`src/logic/pfdc_map.vh`:
```
/*
 * Register map, field positions, reset values and mode codes of the PLL
 * feedback divider configuration block.
 * Assumes it is included by bare name from the design files that need it.
 */
// How it works
// RULE1: zero modulus makes the fractional field a 28-bit fixed-point fraction.
// RULE2: rational mode, nonzero modulus, select 3: ratio is integer plus numerator/modulus.
// RULE3: host must never program a numerator above the modulus.
// RULE4: PLL1 field bits 9:0 hold modulus bits 15:6.
// RULE5: low six modulus bits share bits 9:4 with fractional bits 5:0.
// RULE6: host writes PLL2 integer part in bits 39:32, value 23 or more.
// RULE7: bits 31:10 are fractional bits 27:6; fractional mode uses all 28.
// RULE8: integer mode routes top three fractional bits to interpolation or modulator.
// RULE9: host should not write the shared low bits as zero in integer mode.
// RULE10: bit 3 powers detector and charge pump, resets to 1.
// RULE11: bit 2 powers the oscillator, resets to 1.
// RULE12: bit 1 powers the feedback divider, resets to 1.
// RULE13: power-down pin forces detector, pump, oscillator and divider off.
// RULE14: bit 0 selects shared pin: 0 serial read data, 1 loss-of-lock.
// RULE15: a dedicated bit selects rational mode: numerator over modulus.
// RULE16: in unlock function the pin shows active while the PLL is unlocked.
`ifndef PFDC_MAP_VH
`define PFDC_MAP_VH

// ----------------------------------------------------------------
// register offsets
// ----------------------------------------------------------------
`define PFDC_ADDR_PLL1_DIV 7'h06
`define PFDC_ADDR_PLL1_MODE 7'h07
`define PFDC_ADDR_PLL2_DIV 7'h08
`define PFDC_ADDR_PLL2_MODE 7'h09

// ----------------------------------------------------------------
// field positions
// ----------------------------------------------------------------
`define PFDC_INT_MSB 39
`define PFDC_INT_LSB 32
`define PFDC_FRAC_MSB 31
`define PFDC_FRAC_LSB 4
`define PFDC_MODHI_MSB 9
`define PFDC_MODHI_LSB 0
`define PFDC_RATIONAL_BIT 10
`define PFDC_INTMODE_BIT 11
`define PFDC_SSEL_MSB 17
`define PFDC_SSEL_LSB 16
`define PFDC_PFD_EN_BIT 3
`define PFDC_VCO_EN_BIT 2
`define PFDC_FBDIV_EN_BIT 1
`define PFDC_PIN_SEL_BIT 0

// ----------------------------------------------------------------
// reset values and limits
// ----------------------------------------------------------------
`define PFDC_RST_DIV 40'h00_0000_0000
`define PFDC_RST_PLL2_DIV 40'h00_0000_000E
`define PFDC_RST_MODE 40'h00_0000_0000
`define PFDC_INT_MIN 8'h17
`define PFDC_SSEL_NO_INTERP 2'h3

// ----------------------------------------------------------------
// divider modes and serial framing
// ----------------------------------------------------------------
`define PFDC_MODE_INT 2'h0
`define PFDC_MODE_FRAC 2'h1
`define PFDC_MODE_RAT 2'h2
`define PFDC_FRAME_BITS 6'h30
`define PFDC_CMD_BITS 6'h08

`endif

```
`src/logic/pfdc_top.v`:
```
/*
 * PLL feedback divider configuration: four 40-bit registers reached over
 * the serial port, decoded divider settings for both PLLs, PLL2 power
 * gating and the shared serial-out / loss-of-lock pin.
 * Assumes serial pins and the lock and power-down inputs are synchronous
 * to core_clk; the pin wire level is resolved outside from its enable.
 */
`timescale 1ns/1ps
`default_nettype none
`include "pfdc_map.vh"

module pfdc_top (
	input wire core_clk,
	input wire rst,
	input wire sclk,
	input wire cs_n,
	input wire mosi,
	input wire [1:0] pll_power_down_pin,
	input wire pll2_locked,
	output reg serial_out_or_unlock_pin_o,
	output reg serial_out_or_unlock_pin_oe_n,
	output reg loss_of_lock_flag,
	output reg detector_pump_power_en,
	output reg oscillator_power_en,
	output reg feedback_div_power_en,
	output reg [1:0] pll1_mode,
	output reg [7:0] pll1_ratio_int,
	output reg [27:0] pll1_ratio_num,
	output reg [15:0] pll1_ratio_den,
	output reg pll1_exact_ratio,
	output reg [2:0] pll1_interp_code,
	output reg [2:0] pll1_mash_code,
	output reg pll1_bad_cfg,
	output reg [1:0] pll2_mode,
	output reg [7:0] pll2_ratio_int,
	output reg [27:0] pll2_ratio_num,
	output reg [15:0] pll2_ratio_den,
	output reg pll2_exact_ratio,
	output reg [2:0] pll2_interp_code,
	output reg [2:0] pll2_mash_code,
	output reg pll2_bad_cfg
);
	// ----------------------------------------------------------------
	// register storage
	// ----------------------------------------------------------------
	reg [39:0] pll1_divider_config;
	reg [39:0] pll1_modulus_mode_config;
	reg [39:0] pll2_divider_and_power_config;
	reg [39:0] pll2_modulus_mode_config;
	reg [39:0] rd_data;

	wire [6:0] addr;
	wire wr_en;
	wire [39:0] wr_data;
	wire sdo_bit;
	wire sdo_active;

	pfdc_spi_slave u_spi (
		.core_clk(core_clk),
		.rst(rst),
		.sclk(sclk),
		.cs_n(cs_n),
		.mosi(mosi),
		.rd_data(rd_data),
		.addr(addr),
		.wr_en(wr_en),
		.wr_data(wr_data),
		.sdo_bit(sdo_bit),
		.sdo_active(sdo_active)
	);

	// full 40-bit writes only; the host owns legality of the values written
	always @(posedge core_clk or posedge rst) begin
		if (rst) begin
			pll1_divider_config <= `PFDC_RST_DIV;
			pll1_modulus_mode_config <= `PFDC_RST_MODE;
			// RULE10 RULE11 RULE12 power bits reset high
			pll2_divider_and_power_config <= `PFDC_RST_PLL2_DIV;
			pll2_modulus_mode_config <= `PFDC_RST_MODE;
		end else if (wr_en) begin
			case (addr)
				`PFDC_ADDR_PLL1_DIV: pll1_divider_config <= wr_data;
				`PFDC_ADDR_PLL1_MODE: pll1_modulus_mode_config <= wr_data;
				`PFDC_ADDR_PLL2_DIV: pll2_divider_and_power_config <= wr_data;
				`PFDC_ADDR_PLL2_MODE: pll2_modulus_mode_config <= wr_data;
				default: ;
			endcase
		end
	end

	// readback mux; unmapped addresses read zero
	always @* begin
		case (addr)
			`PFDC_ADDR_PLL1_DIV: rd_data = pll1_divider_config;
			`PFDC_ADDR_PLL1_MODE: rd_data = pll1_modulus_mode_config;
			`PFDC_ADDR_PLL2_DIV: rd_data = pll2_divider_and_power_config;
			`PFDC_ADDR_PLL2_MODE: rd_data = pll2_modulus_mode_config;
			default: rd_data = 40'h00_0000_0000;
		endcase
	end

	// ----------------------------------------------------------------
	// divider decode, one per PLL
	// ----------------------------------------------------------------
	wire [1:0] d1_mode;
	wire [7:0] d1_int;
	wire [27:0] d1_num;
	wire [15:0] d1_den;
	wire d1_exact;
	wire [2:0] d1_interp;
	wire [2:0] d1_mash;
	wire d1_bad;
	wire [1:0] d2_mode;
	wire [7:0] d2_int;
	wire [27:0] d2_num;
	wire [15:0] d2_den;
	wire d2_exact;
	wire [2:0] d2_interp;
	wire [2:0] d2_mash;
	wire d2_bad;

	pfdc_ratio_decode u_dec1 (
		.div_reg(pll1_divider_config),
		.mode_reg(pll1_modulus_mode_config),
		.mode(d1_mode),
		.ratio_int(d1_int),
		.ratio_num(d1_num),
		.ratio_den(d1_den),
		.exact_ratio(d1_exact),
		.interp_code(d1_interp),
		.mash_code(d1_mash),
		.bad_cfg(d1_bad)
	);

	pfdc_ratio_decode u_dec2 (
		.div_reg(pll2_divider_and_power_config),
		.mode_reg(pll2_modulus_mode_config),
		.mode(d2_mode),
		.ratio_int(d2_int),
		.ratio_num(d2_num),
		.ratio_den(d2_den),
		.exact_ratio(d2_exact),
		.interp_code(d2_interp),
		.mash_code(d2_mash),
		.bad_cfg(d2_bad)
	);

	// decoded settings are registered so the analog side never sees decode glitches
	always @(posedge core_clk or posedge rst) begin
		if (rst) begin
			pll1_mode <= `PFDC_MODE_FRAC;
			pll1_ratio_int <= 8'h00;
			pll1_ratio_num <= 28'h000_0000;
			pll1_ratio_den <= 16'h0000;
			pll1_exact_ratio <= 1'b0;
			pll1_interp_code <= 3'h0;
			pll1_mash_code <= 3'h0;
			pll1_bad_cfg <= 1'b0;
			pll2_mode <= `PFDC_MODE_FRAC;
			pll2_ratio_int <= 8'h00;
			pll2_ratio_num <= 28'h000_0000;
			pll2_ratio_den <= 16'h0000;
			pll2_exact_ratio <= 1'b0;
			pll2_interp_code <= 3'h0;
			pll2_mash_code <= 3'h0;
			pll2_bad_cfg <= 1'b0;
		end else begin
			pll1_mode <= d1_mode;
			pll1_ratio_int <= d1_int;
			pll1_ratio_num <= d1_num;
			pll1_ratio_den <= d1_den;
			pll1_exact_ratio <= d1_exact;
			pll1_interp_code <= d1_interp;
			pll1_mash_code <= d1_mash;
			pll1_bad_cfg <= d1_bad;
			pll2_mode <= d2_mode;
			pll2_ratio_int <= d2_int;
			pll2_ratio_num <= d2_num;
			pll2_ratio_den <= d2_den;
			pll2_exact_ratio <= d2_exact;
			pll2_interp_code <= d2_interp;
			pll2_mash_code <= d2_mash;
			pll2_bad_cfg <= d2_bad;
		end
	end

	// ----------------------------------------------------------------
	// PLL2 power gating
	// ----------------------------------------------------------------
	wire pll2_down;

	assign pll2_down = pll_power_down_pin[1];

	// RULE13 pin overrides bits
	always @(posedge core_clk or posedge rst) begin
		if (rst) begin
			detector_pump_power_en <= 1'b0;
			oscillator_power_en <= 1'b0;
			feedback_div_power_en <= 1'b0;
		end else begin
			// RULE10 detector pump gate
			detector_pump_power_en <= pll2_divider_and_power_config[`PFDC_PFD_EN_BIT] & ~pll2_down;
			// RULE11 oscillator gate
			oscillator_power_en <= pll2_divider_and_power_config[`PFDC_VCO_EN_BIT] & ~pll2_down;
			// RULE12 divider gate
			feedback_div_power_en <= pll2_divider_and_power_config[`PFDC_FBDIV_EN_BIT] & ~pll2_down;
		end
	end

	// ----------------------------------------------------------------
	// shared serial-out / loss-of-lock pin
	// ----------------------------------------------------------------
	wire unlock_sel;

	assign unlock_sel = pll2_divider_and_power_config[`PFDC_PIN_SEL_BIT];

	// in unlock function the pin is always driven, so readback is lost there
	always @(posedge core_clk or posedge rst) begin
		if (rst) begin
			loss_of_lock_flag <= 1'b0;
			serial_out_or_unlock_pin_o <= 1'b0;
			serial_out_or_unlock_pin_oe_n <= 1'b1;
		end else begin
			// RULE16 unlock indication
			loss_of_lock_flag <= ~pll2_locked;
			// RULE14 pin function select
			if (unlock_sel) begin
				serial_out_or_unlock_pin_o <= ~pll2_locked;
				serial_out_or_unlock_pin_oe_n <= 1'b0;
			end else begin
				serial_out_or_unlock_pin_o <= sdo_bit;
				serial_out_or_unlock_pin_oe_n <= ~sdo_active;
			end
		end
	end
endmodule
`default_nettype wire

```
`src/logic/pfdc_spi_slave.v`:
```
/*
 * Serial register port: command byte (bit 7 read, bits 6:0 address) then
 * 40 data bits, most significant first.
 * Assumes sclk, cs_n and mosi are synchronous to core_clk and each sclk
 * half period spans at least three core_clk cycles.
 */
`timescale 1ns/1ps
`default_nettype none
`include "pfdc_map.vh"

module pfdc_spi_slave (
	input wire core_clk,
	input wire rst,
	input wire sclk,
	input wire cs_n,
	input wire mosi,
	input wire [39:0] rd_data,
	output reg [6:0] addr,
	output reg wr_en,
	output reg [39:0] wr_data,
	output wire sdo_bit,
	output reg sdo_active
);
	reg sclk_q;
	reg [5:0] bit_cnt;
	reg [39:0] in_sr;
	reg [39:0] out_sr;
	reg is_read;
	reg load_pending;
	wire rise;
	wire fall;

	assign rise = sclk & ~sclk_q & ~cs_n;
	assign fall = ~sclk & sclk_q & ~cs_n;
	assign sdo_bit = out_sr[39];

	// ----------------------------------------------------------------
	// frame shifter
	// ----------------------------------------------------------------
	// read data is loaded one cycle after the command byte so the address is settled
	always @(posedge core_clk or posedge rst) begin
		if (rst) begin
			sclk_q <= 1'b0;
			bit_cnt <= 6'h00;
			in_sr <= 40'h00_0000_0000;
			out_sr <= 40'h00_0000_0000;
			is_read <= 1'b0;
			load_pending <= 1'b0;
			addr <= 7'h00;
			wr_en <= 1'b0;
			wr_data <= 40'h00_0000_0000;
			sdo_active <= 1'b0;
		end else begin
			sclk_q <= sclk;
			wr_en <= 1'b0;
			load_pending <= 1'b0;
			if (cs_n) begin
				bit_cnt <= 6'h00;
				sdo_active <= 1'b0;
			end else if (rise) begin
				in_sr <= {in_sr[38:0], mosi};
				if (bit_cnt != `PFDC_FRAME_BITS)
					bit_cnt <= bit_cnt + 6'h01;
				if (bit_cnt == `PFDC_CMD_BITS - 6'h01) begin
					is_read <= in_sr[6];
					addr <= {in_sr[5:0], mosi};
					load_pending <= in_sr[6];
				end
				// a write commits only on the last bit of a full frame
				if (bit_cnt == `PFDC_FRAME_BITS - 6'h01 && !is_read) begin
					wr_en <= 1'b1;
					wr_data <= {in_sr[38:0], mosi};
				end
			end else if (load_pending) begin
				out_sr <= rd_data;
			end else if (fall && is_read && bit_cnt > `PFDC_CMD_BITS) begin
				out_sr <= {out_sr[38:0], 1'b0};
			end
			if (load_pending)
				sdo_active <= 1'b1;
		end
	end
endmodule
`default_nettype wire

```
`src/logic/pfdc_ratio_decode.v`:
```
/*
 * Combinational decode of one PLL's divider and mode fields into the form
 * the divider uses. Assumes the caller registers the outputs.
 */
`timescale 1ns/1ps
`default_nettype none
`include "pfdc_map.vh"

module pfdc_ratio_decode (
	input wire [39:0] div_reg,
	input wire [39:0] mode_reg,
	output reg [1:0] mode,
	output wire [7:0] ratio_int,
	output reg [27:0] ratio_num,
	output reg [15:0] ratio_den,
	output wire exact_ratio,
	output reg [2:0] interp_code,
	output reg [2:0] mash_code,
	output wire bad_cfg
);
	wire [27:0] frac;
	wire [15:0] modulus;
	wire [1:0] s_sel;
	wire rational;
	wire int_mode;

	assign frac = div_reg[`PFDC_FRAC_MSB:`PFDC_FRAC_LSB];
	// RULE4 RULE5 modulus assembly
	assign modulus = {mode_reg[`PFDC_MODHI_MSB:`PFDC_MODHI_LSB], frac[5:0]};
	assign s_sel = mode_reg[`PFDC_SSEL_MSB:`PFDC_SSEL_LSB];
	assign rational = mode_reg[`PFDC_RATIONAL_BIT];
	assign int_mode = mode_reg[`PFDC_INTMODE_BIT];
	assign ratio_int = div_reg[`PFDC_INT_MSB:`PFDC_INT_LSB];

	// RULE2 exact ratio flag
	assign exact_ratio = (mode == `PFDC_MODE_RAT) && (s_sel == `PFDC_SSEL_NO_INTERP);
	// RULE3 RULE6 flag illegal host settings
	assign bad_cfg = (ratio_int < `PFDC_INT_MIN) ||
		((mode == `PFDC_MODE_RAT) && ({12'h000, frac[24:9]} > {12'h000, modulus}));

	// mode selection and field routing
	always @* begin
		mode = `PFDC_MODE_FRAC;
		ratio_num = frac;
		ratio_den = 16'h0000;
		interp_code = 3'h0;
		mash_code = 3'h0;
		if (int_mode) begin
			// RULE8 top bits routing; RULE9 shared bits ignored here
			mode = `PFDC_MODE_INT;
			ratio_num = 28'h000_0000;
			if (s_sel == `PFDC_SSEL_NO_INTERP)
				mash_code = frac[27:25];
			else
				interp_code = frac[27:25];
		end else if (rational && modulus != 16'h0000) begin
			// RULE15 RULE2 numerator over modulus
			mode = `PFDC_MODE_RAT;
			ratio_num = {12'h000, frac[24:9]};
			ratio_den = modulus;
		end
		// RULE1 RULE7 zero modulus keeps all 28 bits as fixed point
	end
endmodule
`default_nettype wire

```
`config.mk`:
```
export PLATFORM = sky130hd
export DESIGN_NAME = pfdc_top
export DESIGN_NICKNAME = d
export VERILOG_FILES = /design/src/logic/pfdc_top.v /design/src/logic/pfdc_spi_slave.v /design/src/logic/pfdc_ratio_decode.v
export VERILOG_INCLUDE_DIRS = /design/src /design/src/logic
export SDC_FILE = /design/constraint.sdc
export NUM_CORES = 1
export LEC_CHECK = 0
export ABC_AREA = 1
export BUFFER_PORTS_ARGS = -buffer_cell sky130_fd_sc_hd__buf_4
export CAP_MARGIN = 20
export CORE_MARGIN = 5
export CORE_UTILIZATION = 53
export CTS_CLUSTER_DIAMETER = 150
export DETAILED_ROUTE_END_ITERATION = 6
export GPL_ROUTABILITY_DRIVEN = 0
export PLACE_DENSITY = 0.72
export SLEW_MARGIN = 40
export SYNTH_ARGS = -nofsm -noshare
export SYNTH_HDL_FRONTEND = slang
export SYNTH_HIERARCHICAL = 1
export SYNTH_SLANG_ARGS = --single-unit
```
`constraint.sdc`:
```
create_clock -name core_clk -period 13.3 [get_ports core_clk]
set_clock_uncertainty 0.2 [all_clocks]
set_input_delay 1.995 -clock core_clk [delete_from_list [all_inputs] [get_ports core_clk]]
set_output_delay 1.995 -clock core_clk [all_outputs]
set_load 0.01 [all_outputs]
```
# [Word level (Yosys, flattened, before mapping)]
# Index checks and enable logic that the tools add are counted.
[classes] addsub=1 n_lt_le_gt_ge=5 n_eq_ne=11 n_mux=36 bitwise=14 n_reduce_logical=27
[op_table] cell="40-bit one-hot mux with 4 select lines" count=1
[op_table] cell="28-bit two-way mux" count=4
[op_table] cell="40-bit two-way mux" count=2
[op_table] cell="16-bit two-way mux" count=4
[op_table] cell="16-bit greater-than comparator" count=2
[op_table] cell="16-bit nonzero test" count=2
[op_table] cell="3-bit two-way mux" count=8
[op_table] cell="6-bit two-way mux" count=3
[op_table] cell="8-bit by 5-bit < comparator with 1-bit output (second input constant)" count=2
[op_table] cell="7-bit by 3-bit == test with 1-bit output (second input constant)" count=2
[op_table] cell="7-bit by 4-bit == test with 1-bit output (second input constant)" count=2
[op_table] cell="2-bit AND reduction" count=6
[op_table] cell="1-bit two-way mux" count=10
[op_table] cell="1-bit logical AND" count=9
[op_table] cell="3-bit AND reduction" count=3
[op_table] cell="2-bit == test (second input constant)" count=4
[op_table] cell="2-bit two-way mux" count=4
[op_table] cell="2-bit nonzero test" count=4
[op_table] cell="1-bit bitwise AND" count=7
[op_table] cell="1-bit NOT" count=7
[op_table] cell="6-bit by 1-bit adder with 6-bit output (second input constant)" count=1
[op_table] cell="6-bit by 3-bit == test with 1-bit output (second input constant)" count=1
[op_table] cell="6-bit == test (second input constant)" count=1
[op_table] cell="6-bit by 4-bit greater-than comparator with 1-bit output (second input constant)" count=1
[op_table] cell="3 further kinds" count=4
[totals] register_bits=427 input_bits=8 output_inout_bits=130

# [Logic depth before layout (Yosys ltp)]
# Gate-level depths: netlist of run 1.
[depth] ltp_word=7 mapped_depth=13 mapped_depth_nobuf=13

# [Cells and area by module]
# The synthesis of run 1 kept the hierarchy.
[modules_own_cells] module="pfdc_top" instances=1 cells_per_inst=1109 area_each_um2=10995.5 seq_area_each_um2=7264.5
[modules_own_cells] module="pfdc_spi_slave" instances=1 cells_per_inst=692 area_each_um2=5786.8 seq_area_each_um2=3428.3
[modules_own_cells] module="pfdc_ratio_decode" instances=2 cells_per_inst=202 area_each_um2=1087.3 seq_area_each_um2=0.0

# [Worst setup path after synthesis of run 1]
# OpenSTA, ideal clock, no wires.
[synth_timing] path_kind="input to register" from="in sclk" to="reg u_spi.wr_data[1]" arrival_time_ns=2.813 required_ns=12.979 slack_ns=10.166 path_stages=8 path_buffers=1 cell_sequence="inv_1 -> nor3_4 -> inv_2 -> nor2_1 -> nand2_2 -> buf_2 -> nand2_1 -> o21ai_1"
[synth_via] elab_chain_cells=3
[synth_lines] element="start: declaration" line_no="pfdc_top.v:15" text="input wire sclk,"
[synth_lines] element="1-bit bitwise AND (2 in series)" line_no="pfdc_spi_slave.v:33" text="assign rise = sclk & ~sclk_q & ~cs_n;"
[synth_lines] element="3-bit AND reduction (no line)"
[synth_lines] element="end signal: assignment" line_no="pfdc_spi_slave.v:72" text="wr_data <= {in_sr[38:0], mosi};"
[synth_lines] element="end: declaration" line_no="pfdc_spi_slave.v:20" text="output reg [39:0] wr_data,"
# Every way passes these cells.
# A chain may end at the register's enable or synchronous reset.

# [Worst setup path in the final report of run 1]
[layout_timing] from="in cs_n" to="reg u_spi.out_sr[4]"
[layout_via] elab_chain_cells=6 elab_cells_between_ends=8
[layout_lines] element="start: declaration" line_no="pfdc_top.v:16" text="input wire cs_n,"
[layout_lines] element="1-bit NOT (no line) (*)"
[layout_lines] element="1-bit bitwise AND" line_no="pfdc_spi_slave.v:34" text="assign fall = ~sclk & sclk_q & ~cs_n;"
[layout_lines] element="1-bit logical AND" line_no="pfdc_spi_slave.v:76" text="end else if (fall && is_read && bit_cnt > `PFDC_CMD_BITS) begin"
[layout_lines] element="1-bit logical AND (no line)"
[layout_lines] element="2-bit nonzero test (no line)"
[layout_lines] element="3-bit AND reduction (no line) (*)"
[layout_lines] element="end signal: assignment" line_no="pfdc_spi_slave.v:75" text="out_sr <= rd_data;"
[layout_lines] element="end signal: assignment" line_no="pfdc_spi_slave.v:77" text="out_sr <= {out_sr[38:0], 1'b0};"
[layout_lines] element="end: declaration" line_no="pfdc_spi_slave.v:27" text="reg [39:0] out_sr;"
# Mark *: on every way between the ends. The rest lies on a longest branch, timed or not.

==> results of run 1 <==
-- state kept, by name (all words and copies together), names as in the netlist, 7 cells and up --
| signal | count |
|---|---|
| pll1_ratio_int | 8 |
| u_spi/out_sr | 40 |
| u_spi/addr | 7 |
| pll1_modulus_mode_config | 40 |
| pll1_ratio_num | 28 |
| pll2_ratio_den | 16 |
| pll2_ratio_int | 8 |
| pll1_ratio_den | 16 |
| pll2_divider_and_power_config | 40 |
| u_spi/wr_data | 40 |
| pll2_ratio_num | 28 |
| pll1_divider_config | 40 |
| pll2_modulus_mode_config | 40 |
| u_spi/in_sr | 39 |
-- logic make-up after synthesis --
group           after synthesis  share of synthesized area
simple gates               1070                      0.242
fa+ha+maj                    34                     0.0224
buf+inv                     386                     0.0946
compound gates              288                     0.0770
flops                       427                      0.564
-- routing by layer --
layer | vias up | global-route usage | routed length, um
met5 | - | 0 | 0
met4 | 0 | 0.0897 | 1890
met3 | 123 | 0.0448 | 3660
met2 | 538 | 0.376 | 21700
met1 | 7146 | 0.347 | 20300
li1 | 7054 | - | -
-- Yosys cell counts (4+ instances only) --
| cell | n |
|---|---|
| nand2_1 | 718 |
| dfrtp_1 | 421 |
| inv_1 | 244 |
| nand3_1 | 212 |
| o21ai_1 | 199 |
| nor2_1 | 84 |
| o21ai_0 | 70 |
| buf_2 | 66 |
| ha_1 | 34 |
| buf_4 | 26 |
| nor2_4 | 24 |
| buf_6 | 17 |
| clkbuf_1 | 17 |
| nor3_1 | 15 |
| a21oi_1 | 13 |
| inv_2 | 8 |
| dfstp_2 | 6 |
| clkinv_1 | 4 |
| nand2_2 | 4 |
| nand3_4 | 4 |
| nand4_1 | 4 |
-- final timing paths --
check | endpoint | slack (ns) | start
worst max-delay path | u_spi/out_sr[4] | 9.21 | cs_n
worst min-delay path | pll2_ratio_int[2] | 0.24 | pll2_divider_and_power_config[34]
worst max register to register | u_spi/out_sr[4] | 10.35 | u_spi/bit_cnt[0]
worst min register to register | pll2_ratio_int[2] | 0.24 | pll2_divider_and_power_config[34]
max in group asynchronous | pll2_modulus_mode_config[23] | 10.31 | rst
min in group asynchronous | pll1_ratio_int[4] | 1.35 | rst
-- final cells by class --
cell class | instances | area, um^2
Clock buffer | 62 | 1270
Clock inverter | 20 | 313
Fill cell | 2982 | 13800
Inverter | 258 | 991
Multi-Input combinational cell | 1392 | 6470
Sequential cell | 427 | 10700
Tap cell | 461 | 577
Timing Repair Buffer | 158 | 1340
-- critical path, delay by kind of cell --
| family | cells | cell delay, ns |
|---|---|---|
| buffers and inverters | 3 | 0.74 |
| and+or+nand+nor | 7 | 1.56 |
-- where the power goes --
part | switching, W | internal (W)
registers | 0.0000141 | 0.00133
logic | 0.0000533 | 0.0000144
clock network | 0.000508 | 0.000823
-- metrics by stage --
| stage | util | power, W | setup slack, ns | instance area, um^2 |
|---|---|---|---|---|
| 2_1_floorplan | - | 0.00141 | 3.11 | 19000 |
| 3_3_place_gp | 0.559 | 0.00143 | 8.70 | 19800 |
| 3_5_place_dp | 0.565 | 0.00143 | 8.71 | 20100 |
| 4_1_cts | 0.610 | 0.00276 | 9.26 | 21600 |
| 5_1_grt | 0.610 | 0.00283 | 8.99 | 21700 |
| 6_report | 0.610 | 0.00274 | 9.21 | 21700 |
==> run_results.csv, run 1 <==
group,metric,value,unit
logic_synthesis,yosysWarnings,6,
logic_synthesis,netlist_top_cells_area,"dfrtp_1, nand2_1, nand3_1, o21ai_1, inv_1",
critical_path,cp_common_cell,"nand2_1",
logic_synthesis,seq_area_frac_synth,0.564,
critical_path,r2r_cells,11,
power_and_ir_drop,p_leak,10.9,nW
clock_network,cts_buffers,44,
clock_network,htreeDepth,2,
die,rows,69,
placed_design,hpwlAfterDp,32000,um
logic_synthesis,synth_edf_count,0,
clock_network,holdBufCountCts,0,
timing,finalSetupViolCount,0,
critical_path,start_kind,"input port",
timing,worstMarginPinSlew,0.815,ns
die,ios,138,
logic_synthesis,syn-instance-count,2205,
logic_synthesis,synth_area_leader_cell,"dfrtp_1",
logic_synthesis,synth_cell_types,30,
finish,fin_cells,2778,
finish,n_antenna_cell,0,
clock_network,post_cts_buffers,0,
drt,vias,14900,
min_path,whs_path_depth,0,
placed_design,post-place-cells,2696,
min_path,hold_class,"reg2reg",
drt,routed_via_density,5.35,
critical_path,path_max_fanout,40,
logic_synthesis,syn_area_per_cell,8.60,um^2
timing,hold_viol_final,0,
critical_path,critPathMaxStageDelay,0.63,ns
drt,wire_per_inst,17.1,um
clock_network,post_cts_resized,0,
finish,final_common_cell,"nand2_1",
timing,finalMaxSlewViolations,0,
grt,first_global_vias,14500,
die,initial_utilization,0.534,
timing,rsz0062_at_grt,"false",
finish,area_growth,14.2,%
logic_synthesis,async_flop_share,1.00,
clock_network,clkTransAtPathRegs,0.06,ns
grt,overflow,0,
finish,final_net_count,2323,
finish,drive_gt1_frac,0.124,
timing,finalCriticalPeriod,4.09,ns
logic_synthesis,synth_top_area_frac,0.556,
timing,slew_headroom,0.455,
die,design.die.area,0.0397,mm^2
finish,final_cell_mix,"nand2_1, dfrtp_1, inv_1",
timing,period_share,0.308,
die,core,0.0355,mm^2
critical_path,worstPathArrival,4.32,ns
critical_path,path_cells,"buf_4 > inv_1 > nand2_1 > nor2_1 > nand3_1 > nand2_2 > nand2_1 > buf_4 > nand2_1 > nand2_1",
clock_network,cts_tree,"done",
critical_path,critPathSlowestCell,"nand2_2",
logic_synthesis,ys_ff_latch,427,
clock_network,clkSinkCount,427,
grt,grt_pass1_wl,76900,um
clock_network,worstSkewPairLatency,0.56,ns
drt,drc,0,
die,die-height,199,um
timing,max_freq,244,MHz
grt,grt_max_degree,121,
placed_design,portBuffers,136,
grt,grt_antenna_before_repair,1,
power_and_ir_drop,irDropWorstVdd,0.0920,mV
logic_synthesis,syn_nets,2247,
drt,routed_wl,47600,um
clock_network,cts_buffer_depth,3,
timing,finalSetupTns,0,ns
critical_path,end_kind,"register",
timing,fin_hold_ws,0.235,ns
outcome,status,"complete, no violations",
logic_synthesis,synthesis.area,0.0190,mm^2
die,die_x,199,um
power_and_ir_drop,pwr_density_cell,126,mW/mm^2
critical_path,criticalPathCategory,"in2reg",
clock_network,cts_root_buffer,"clkbuf_16",
drt,postRouteAntennaNets,0,
grt,gr-usage-all-layers,0.243,
logic_synthesis,ys.flop_type,"dfrtp_1",
critical_path,required,13.53,ns
job,drv_cap,0,
drt,dr.first_iter.drc_count,1506,
drt,dr.pass1.iters,5,
Note: power is estimated with default switching activity, not from simulation.
==> inputs of run 2 (changes only) <==
--- a/config.mk
+++ b/config.mk
@@ -14,7 +14,7 @@
 export CTS_CLUSTER_DIAMETER = 150
 export DETAILED_ROUTE_END_ITERATION = 6
 export GPL_ROUTABILITY_DRIVEN = 0
-export PLACE_DENSITY = 0.72
+export PLACE_DENSITY = 0.74
 export SLEW_MARGIN = 40
 export SYNTH_ARGS = -nofsm -noshare
 export SYNTH_HDL_FRONTEND = slang
==> constraint.sdc (replaced) <==
create_clock -name core_clk -period 3.58 [get_ports core_clk]
set_clock_uncertainty 0.2 [all_clocks]
set_input_delay 0.537 -clock core_clk [delete_from_list [all_inputs] [get_ports core_clk]]
set_output_delay 0.537 -clock core_clk [all_outputs]
set_load 0.01 [all_outputs]
==> run 2 against run 1 <==
  * Global-route usage fell by 0.59 points
  * Worst setup slack got worse by 8.1 ns
  * Cell count rose by 0.22%
  * Combinational power rose to 4.0 times the previous value
  * Die area did not move
  * Critical path depth fell by 1
  * Count of clock-buffer cells in the layout fell by 1
  * Sequential share of layout area rose by 0.20 points
  * Largest power group unchanged
==> run_results.csv, run 2 (synthesis results as in run 1) <==
group,metric,value,unit
critical_path,cp_common_cell,"nand2_1",
clock_network,cts_buffer_depth,3,
timing,setup_ws,1.07,ns
drt,dr.pass1.iters,5,
placed_design,hpwlAfterDp,31800,um
finish,fillers,2960,
power_and_ir_drop,pwr-share-comb,0.028,
job,drv_cap,0,
timing,finalMaxSlewViolations,0,
clock_network,worstSkewPairLatency,0.54,ns
timing,rsz0062_at_grt,"false",
timing,slew_headroom,0.455,
critical_path,worst-path-buf-inv,1,
drt,vias,14700,
finish,final_common_cell,"nand2_1",
finish,final_cell_mix,"nand2_1, dfrtp_1, inv_1",
min_path,whs_path_depth,3,
critical_path,required,3.79,ns
die,rows,69,
grt,grt_pass1_wl,75400,um
drt,postRouteAntennaNets,0,
grt,first_global_vias,14100,
die,design.die.area,0.0397,mm^2
clock_network,post_cts_buffers,0,
timing,finalSetupViolCount,0,
outcome,status,"complete, no violations",
finish,n_antenna_cell,0,
power_and_ir_drop,pwr_density_cell,452,mW/mm^2
drt,dr.first_iter.drc_count,1336,
finish,fin_cells,2784,
die,initial_utilization,0.534,
drt,routed_via_density,5.29,
clock_network,cts_root_buffer,"clkbuf_16",
critical_path,critPathSlowestCell,"nand2_2",
placed_design,portBuffers,136,
power_and_ir_drop,internal_power,0.00769,W
critical_path,r2r-end,"pll1_ratio_num[6]",
min_path,hold_path_end,"u_spi/in_sr[0]",
grt,overflow,0,
clock_network,cts_buffers,43,
die,ios,138,
placed_design,post-place-cells,2704,
placed_design,pre_cts_ws,0.971,ns
critical_path,path_delay_family,"simple AND/OR/NAND/NOR gates",
critical_path,r2r_cells,9,
clock_network,post_cts_resized,0,
critical_path,path_max_fanout,20,
clock_network,cts_tree,"done",
critical_path,path_cells,"nor2_1 > nand2_1 > nor2_1 > nand2_1 > nand2_1 > nand2_2 > clkinv_1 > nand2_1 > nand2_1",
critical_path,worstPathArrival,2.72,ns
critical_path,end_kind,"register",
finish,final_net_count,2335,
clock_network,htreeDepth,2,
power_and_ir_drop,p_switching,0.00206,W
power_and_ir_drop,power_frac_clock,0.462,
timing,period_share,0.700,
power_and_ir_drop,p_leak,10.8,nW
finish,drive_gt1_frac,0.125,
power_and_ir_drop,seq_power_share,0.510,
min_path,hp-start,"mosi",
drt,wire_per_inst,16.8,um
critical_path,r2r_start,"pll1_modulus_mode_config[1]",
power_and_ir_drop,swShare,0.211,
die,core,0.0355,mm^2
die,die_x,199,um
grt,grt_antenna_before_repair,0,
critical_path,critPathMaxStageDelay,0.57,ns
power_and_ir_drop,irDropWorstVdd,0.457,mV
drt,routed_wl,46700,um
die,die-height,199,um
finish,area_growth,13.8,%
critical_path,criticalPathCategory,"reg2reg",
drt,drc,0,
min_path,hold_class,"in2reg",
clock_network,clkSinkCount,427,
critical_path,r2r_slack,1.07,ns
critical_path,start_kind,"register",
grt,grt_max_degree,132,
grt,gr-usage-all-layers,0.237,
clock_network,clkTransAtPathRegs,0.06,ns
timing,max_freq,399,MHz
timing,hold_viol_final,0,
timing,finalCriticalPeriod,2.51,ns
timing,worstMarginPinSlew,0.817,ns
-- run 2: changes by cell type in the layout (fill, tap and decap cells not counted) --
cell,change
buf_4,+12
clkinvlp_4,+2
buf_8,-3
dlygate4sd3_1,+4
buf_16,-3
buf_12,+6
clkbuf_16,-2
clkbuf_1,-1
buf_6,-1
inv_6,-2
clkinv_2,-1
bufinv_16,-4
clkinv_8,-1
-- run 2: cell type report --
class | count | area (um^2) | area share
clock inverter | 14 | 179 | 0.00829
tap | 461 | 577 | 0.0267
multi-input combinational | 1392 | 6470 | 0.300
inverter | 258 | 981 | 0.0455
timing repair buffer | 171 | 1420 | 0.0660
sequential | 427 | 10700 | 0.496
clock buffer | 61 | 1240 | 0.0577
-- run 2: worst max path at each step --
stage                                           start                            to  slack, ns  depth (start not counted)
after floorplan                                   rst        detector_pump_power_en       -1.0                          1
final                     pll1_modulus_mode_config[1]             pll1_ratio_num[6]       1.07                          9
after detailed placement                u_spi/addr[4]  pll1_modulus_mode_config[27]       0.97                          7
after CTS                               u_spi/addr[4]  pll1_modulus_mode_config[36]       0.92                          7
after global routing                    u_spi/addr[2]              u_spi/out_sr[28]       0.86                         12
after global placement                  u_spi/addr[5]  pll1_modulus_mode_config[26]       1.08                          7
-- run 2: worst reg2reg max path: cells and delay by family (launching register included) --
kind	cells	cell delay [ns]
AND/OR/NAND/NOR	8	1.24
flip-flops	1	0.48
buffers and inverters	1	0.48
-- run 2: per-layer routing --
layer	vias to the layer above	GRT usage	wire [um]
met3	68	0.0435	3410
li1	7084	-	-
met2	484	0.372	21800
met4	0	0.0674	1230
met1	7078	0.343	20300
met5	-	0	0
-- run 2: power groups by stage --
stage	logic, W	clock network, W	registers, W
after floorplan	0.000186	0	0.00505
after global placement	0.000268	0	0.00506
after detailed placement	0.000277	0	0.00506
after CTS	0.000283	0.00458	0.00497
after global routing	0.000323	0.00479	0.00498
final	0.000272	0.00451	0.00497
-- run 2: per-stage QoR --
step,utilization,instance area (um^2),total power [W],hold WS [ns],TNS [ns]
2_1_floorplan,-,19000,0.00524,0.163,-283.80
3_3_place_gp,0.566,20100,0.00533,0.223,0
3_5_place_dp,0.566,20100,0.00534,0.213,0
4_1_cts,0.607,21500,0.00984,0.0154,0
5_1_grt,0.608,21600,0.0101,0.0303,0
6_report,0.608,21600,0.00975,0.0317,0
-- run 2: repair_timing --
| action | 4_1_cts | 5_1_grt |
|---|---|---|
| setup endpoints to repair | 0 | 0 |
| hold endpoints to repair | 51 | 0 |
| hold buffers | 4 | 0 |
==> inputs of run 3 (changes only) <==
--- a/config.mk
+++ b/config.mk
@@ -14,7 +14,7 @@
 export CTS_CLUSTER_DIAMETER = 150
 export DETAILED_ROUTE_END_ITERATION = 6
 export GPL_ROUTABILITY_DRIVEN = 0
-export PLACE_DENSITY = 0.74
+export PLACE_DENSITY = 0.72
 export SLEW_MARGIN = 40
 export SYNTH_ARGS = -nofsm -noshare
 export SYNTH_HDL_FRONTEND = slang
==> constraint.sdc (replaced) <==
create_clock -name core_clk -period 2.49 [get_ports core_clk]
set_clock_uncertainty 0.2 [all_clocks]
set_input_delay 0.3735 -clock core_clk [delete_from_list [all_inputs] [get_ports core_clk]]
set_output_delay 0.3735 -clock core_clk [all_outputs]
set_load 0.01 [all_outputs]
==> run 3 against run 2 <==
  * Cell count up 0.75%
  * Critical path depth up 1
  * Count of clock-buffer cells in the layout up 1
  * Via count up 1.4%
  * Cell area up 1.1%
  * Total power up 45%
==> run_results.csv, run 3 (synthesis results as in run 1) <==
group,metric,value,unit
outcome,status,"complete, no violations",
drt,dr.first_iter.drc_count,1466,
timing,hold_viol_final,0,
grt,grt_use_met2,0.372,
timing,finalSetupViolCount,0,
critical_path,start_kind,"input port",
die,die_x,199,um
timing,period_share,0.838,
die,initial_utilization,0.534,
power_and_ir_drop,pwr_density_cell,648,mW/mm^2
die,ios,138,
clock_network,htreeDepth,2,
power_and_ir_drop,irDropWorstVdd,0.536,mV
timing,max_freq,479,MHz
critical_path,path_max_fanout,39,
timing,worstMarginPinSlew,0.526,ns
clock_network,cts_tree,"done",
grt,gr-usage-all-layers,0.241,
placed_design,portBuffers,136,
drt,drc,0,
timing,finalCriticalPeriod,2.09,ns
die,core,0.0355,mm^2
power_and_ir_drop,power,0.0141,W
power_and_ir_drop,p_leak,11.0,nW
drt,routed_via_density,5.32,
critical_path,worstPathArrival,2.37,ns
grt,grt_antenna_before_repair,0,
finish,final_common_cell,"nand2_1",
timing,finalMaxSlewViolations,0,
clock_network,cts_buffer_depth,3,
clock_network,cts_buffers,44,
die,rows,69,
drt,vias,14900,
critical_path,end_kind,"register",
min_path,hold_class,"in2async",
grt,use_met1,0.350,
grt,grt_max_degree,92,
critical_path,required,2.77,ns
grt,met3_usage,0.0477,
clock_network,clkSinkCount,427,
grt,first_global_vias,14300,
timing,rsz0062_at_grt,"false",
finish,n_antenna_cell,0,
clock_network,clkTransAtPathRegs,0.06,ns
grt,overflow,0,
clock_network,worstSkewPairLatency,0.56,ns
drt,dr.pass1.iters,5,
job,drv_cap,0,
drt,wire_per_inst,16.8,um
timing,slew_headroom,0.648,
finish,final_net_count,2353,
drt,postRouteAntennaNets,0,
timing,finalSetupTns,0,ns
placed_design,hpwlAfterDp,32300,um
critical_path,criticalPathCategory,"in2reg",
grt,grt_pass1_wl,76500,um
die,die-height,199,um
clock_network,cts_root_buffer,"clkbuf_16",
die,design.die.area,0.0397,mm^2
finish,final_cell_mix,"nand2_1, dfrtp_1, inv_1",
drt,routed_wl,47100,um
finish,fillers,2947,
grt,grt_busiest_layer,"met2",
finish,area_growth,15.0,%
finish,drive_gt1_frac,0.132,
run 3: cell types whose count changed in the layout (fill, tap and decap cells not counted):
cell | before | now
clkbuf_8 | 10 | 9
clkinvlp_4 | 4 | 5
buf_6 | 1 | 0
buf_4 | 156 | 166
dlygate4sd3_1 | 4 | 6
clkbuf_16 | 43 | 45
bufinv_16 | 4 | 3
buf_12 | 10 | 16
inv_6 | 1 | 2
clkinv_2 | 7 | 9
run 3: through the flow:
| step | utilization | hold WS (ns) | setup slack, ns | std cells | area [um^2] |
|---|---|---|---|---|---|
| finish | 0.615 | 0.158 | 0.403 | 2805 | 21800 |
| global route | 0.615 | 0.178 | 0.219 | 2805 | 21800 |
| CTS | 0.615 | 0.147 | 0.417 | 2805 | 21800 |
| detailed placement | 0.572 | 0.170 | 0.437 | 2720 | 20300 |
| global placement | 0.572 | 0.169 | 0.463 | 2720 | 20300 |
| floorplan | - | 0.163 | -1.93 | 2205 | 19000 |
run 3: cell type report:
cell class | count | area, um^2 | share of cell area
Tap cell | 461 | 577 | 0.0265
Clock buffer | 62 | 1280 | 0.0587
Multi-Input combinational cell | 1392 | 6470 | 0.297
Inverter | 258 | 981 | 0.0450
Timing Repair Buffer | 188 | 1630 | 0.0746
Clock inverter | 17 | 175 | 0.00803
Sequential cell | 427 | 10700 | 0.490
run 3: path summary, 6_finish.rpt:
path | end | slack (ns) | from | cells after the start
max | u_spi/out_sr[2] | 0.40 | cs_n | 10
min in group core_clk | pll2_ratio_int[4] | 0.23 | pll2_divider_and_power_config[36] | 0
max in group asynchronous | u_spi/wr_en | 1.10 | rst | 4
max reg2reg | u_spi/out_sr[34] | 0.40 | u_spi/addr[5] | 13
min reg2reg | pll2_ratio_int[4] | 0.23 | pll2_divider_and_power_config[36] | 0
min | pll1_ratio_num[5] | 0.16 | rst | 3
run 3: critical path: stages:
cell and delay, ns:
dlygate4sd3_1 0.55, buf_4 0.16, inv_1 0.22, nand2_1 0.09, nor2_1 0.10, nand3_1 0.14
nand2_2 0.10, buf_4 0.39, nand3_1 0.14, nand2_1 0.10
run 3: timing repair:
action	in CTS	in global routing
hold buffers	6	0
endpoints found under the hold margin	85	0
endpoints found under the setup margin	0	0
setup buffers	0	0
gates resized for setup	0	0
run 3: power by group:
part	total [W]	switching (W)	internal, W
clock network	0.00660	0.00270	0.00390
registers	0.00715	0.0000718	0.00708
logic	0.000394	0.000293	0.000101
total	0.0141	0.00306	0.0111
run 3: layer usage:
metal	vias to the layer above	share of wire
met5	-	0
met4	0	0.025
met3	83	0.082
met2	564	0.45
met1	7131	0.44
li1	7141	-
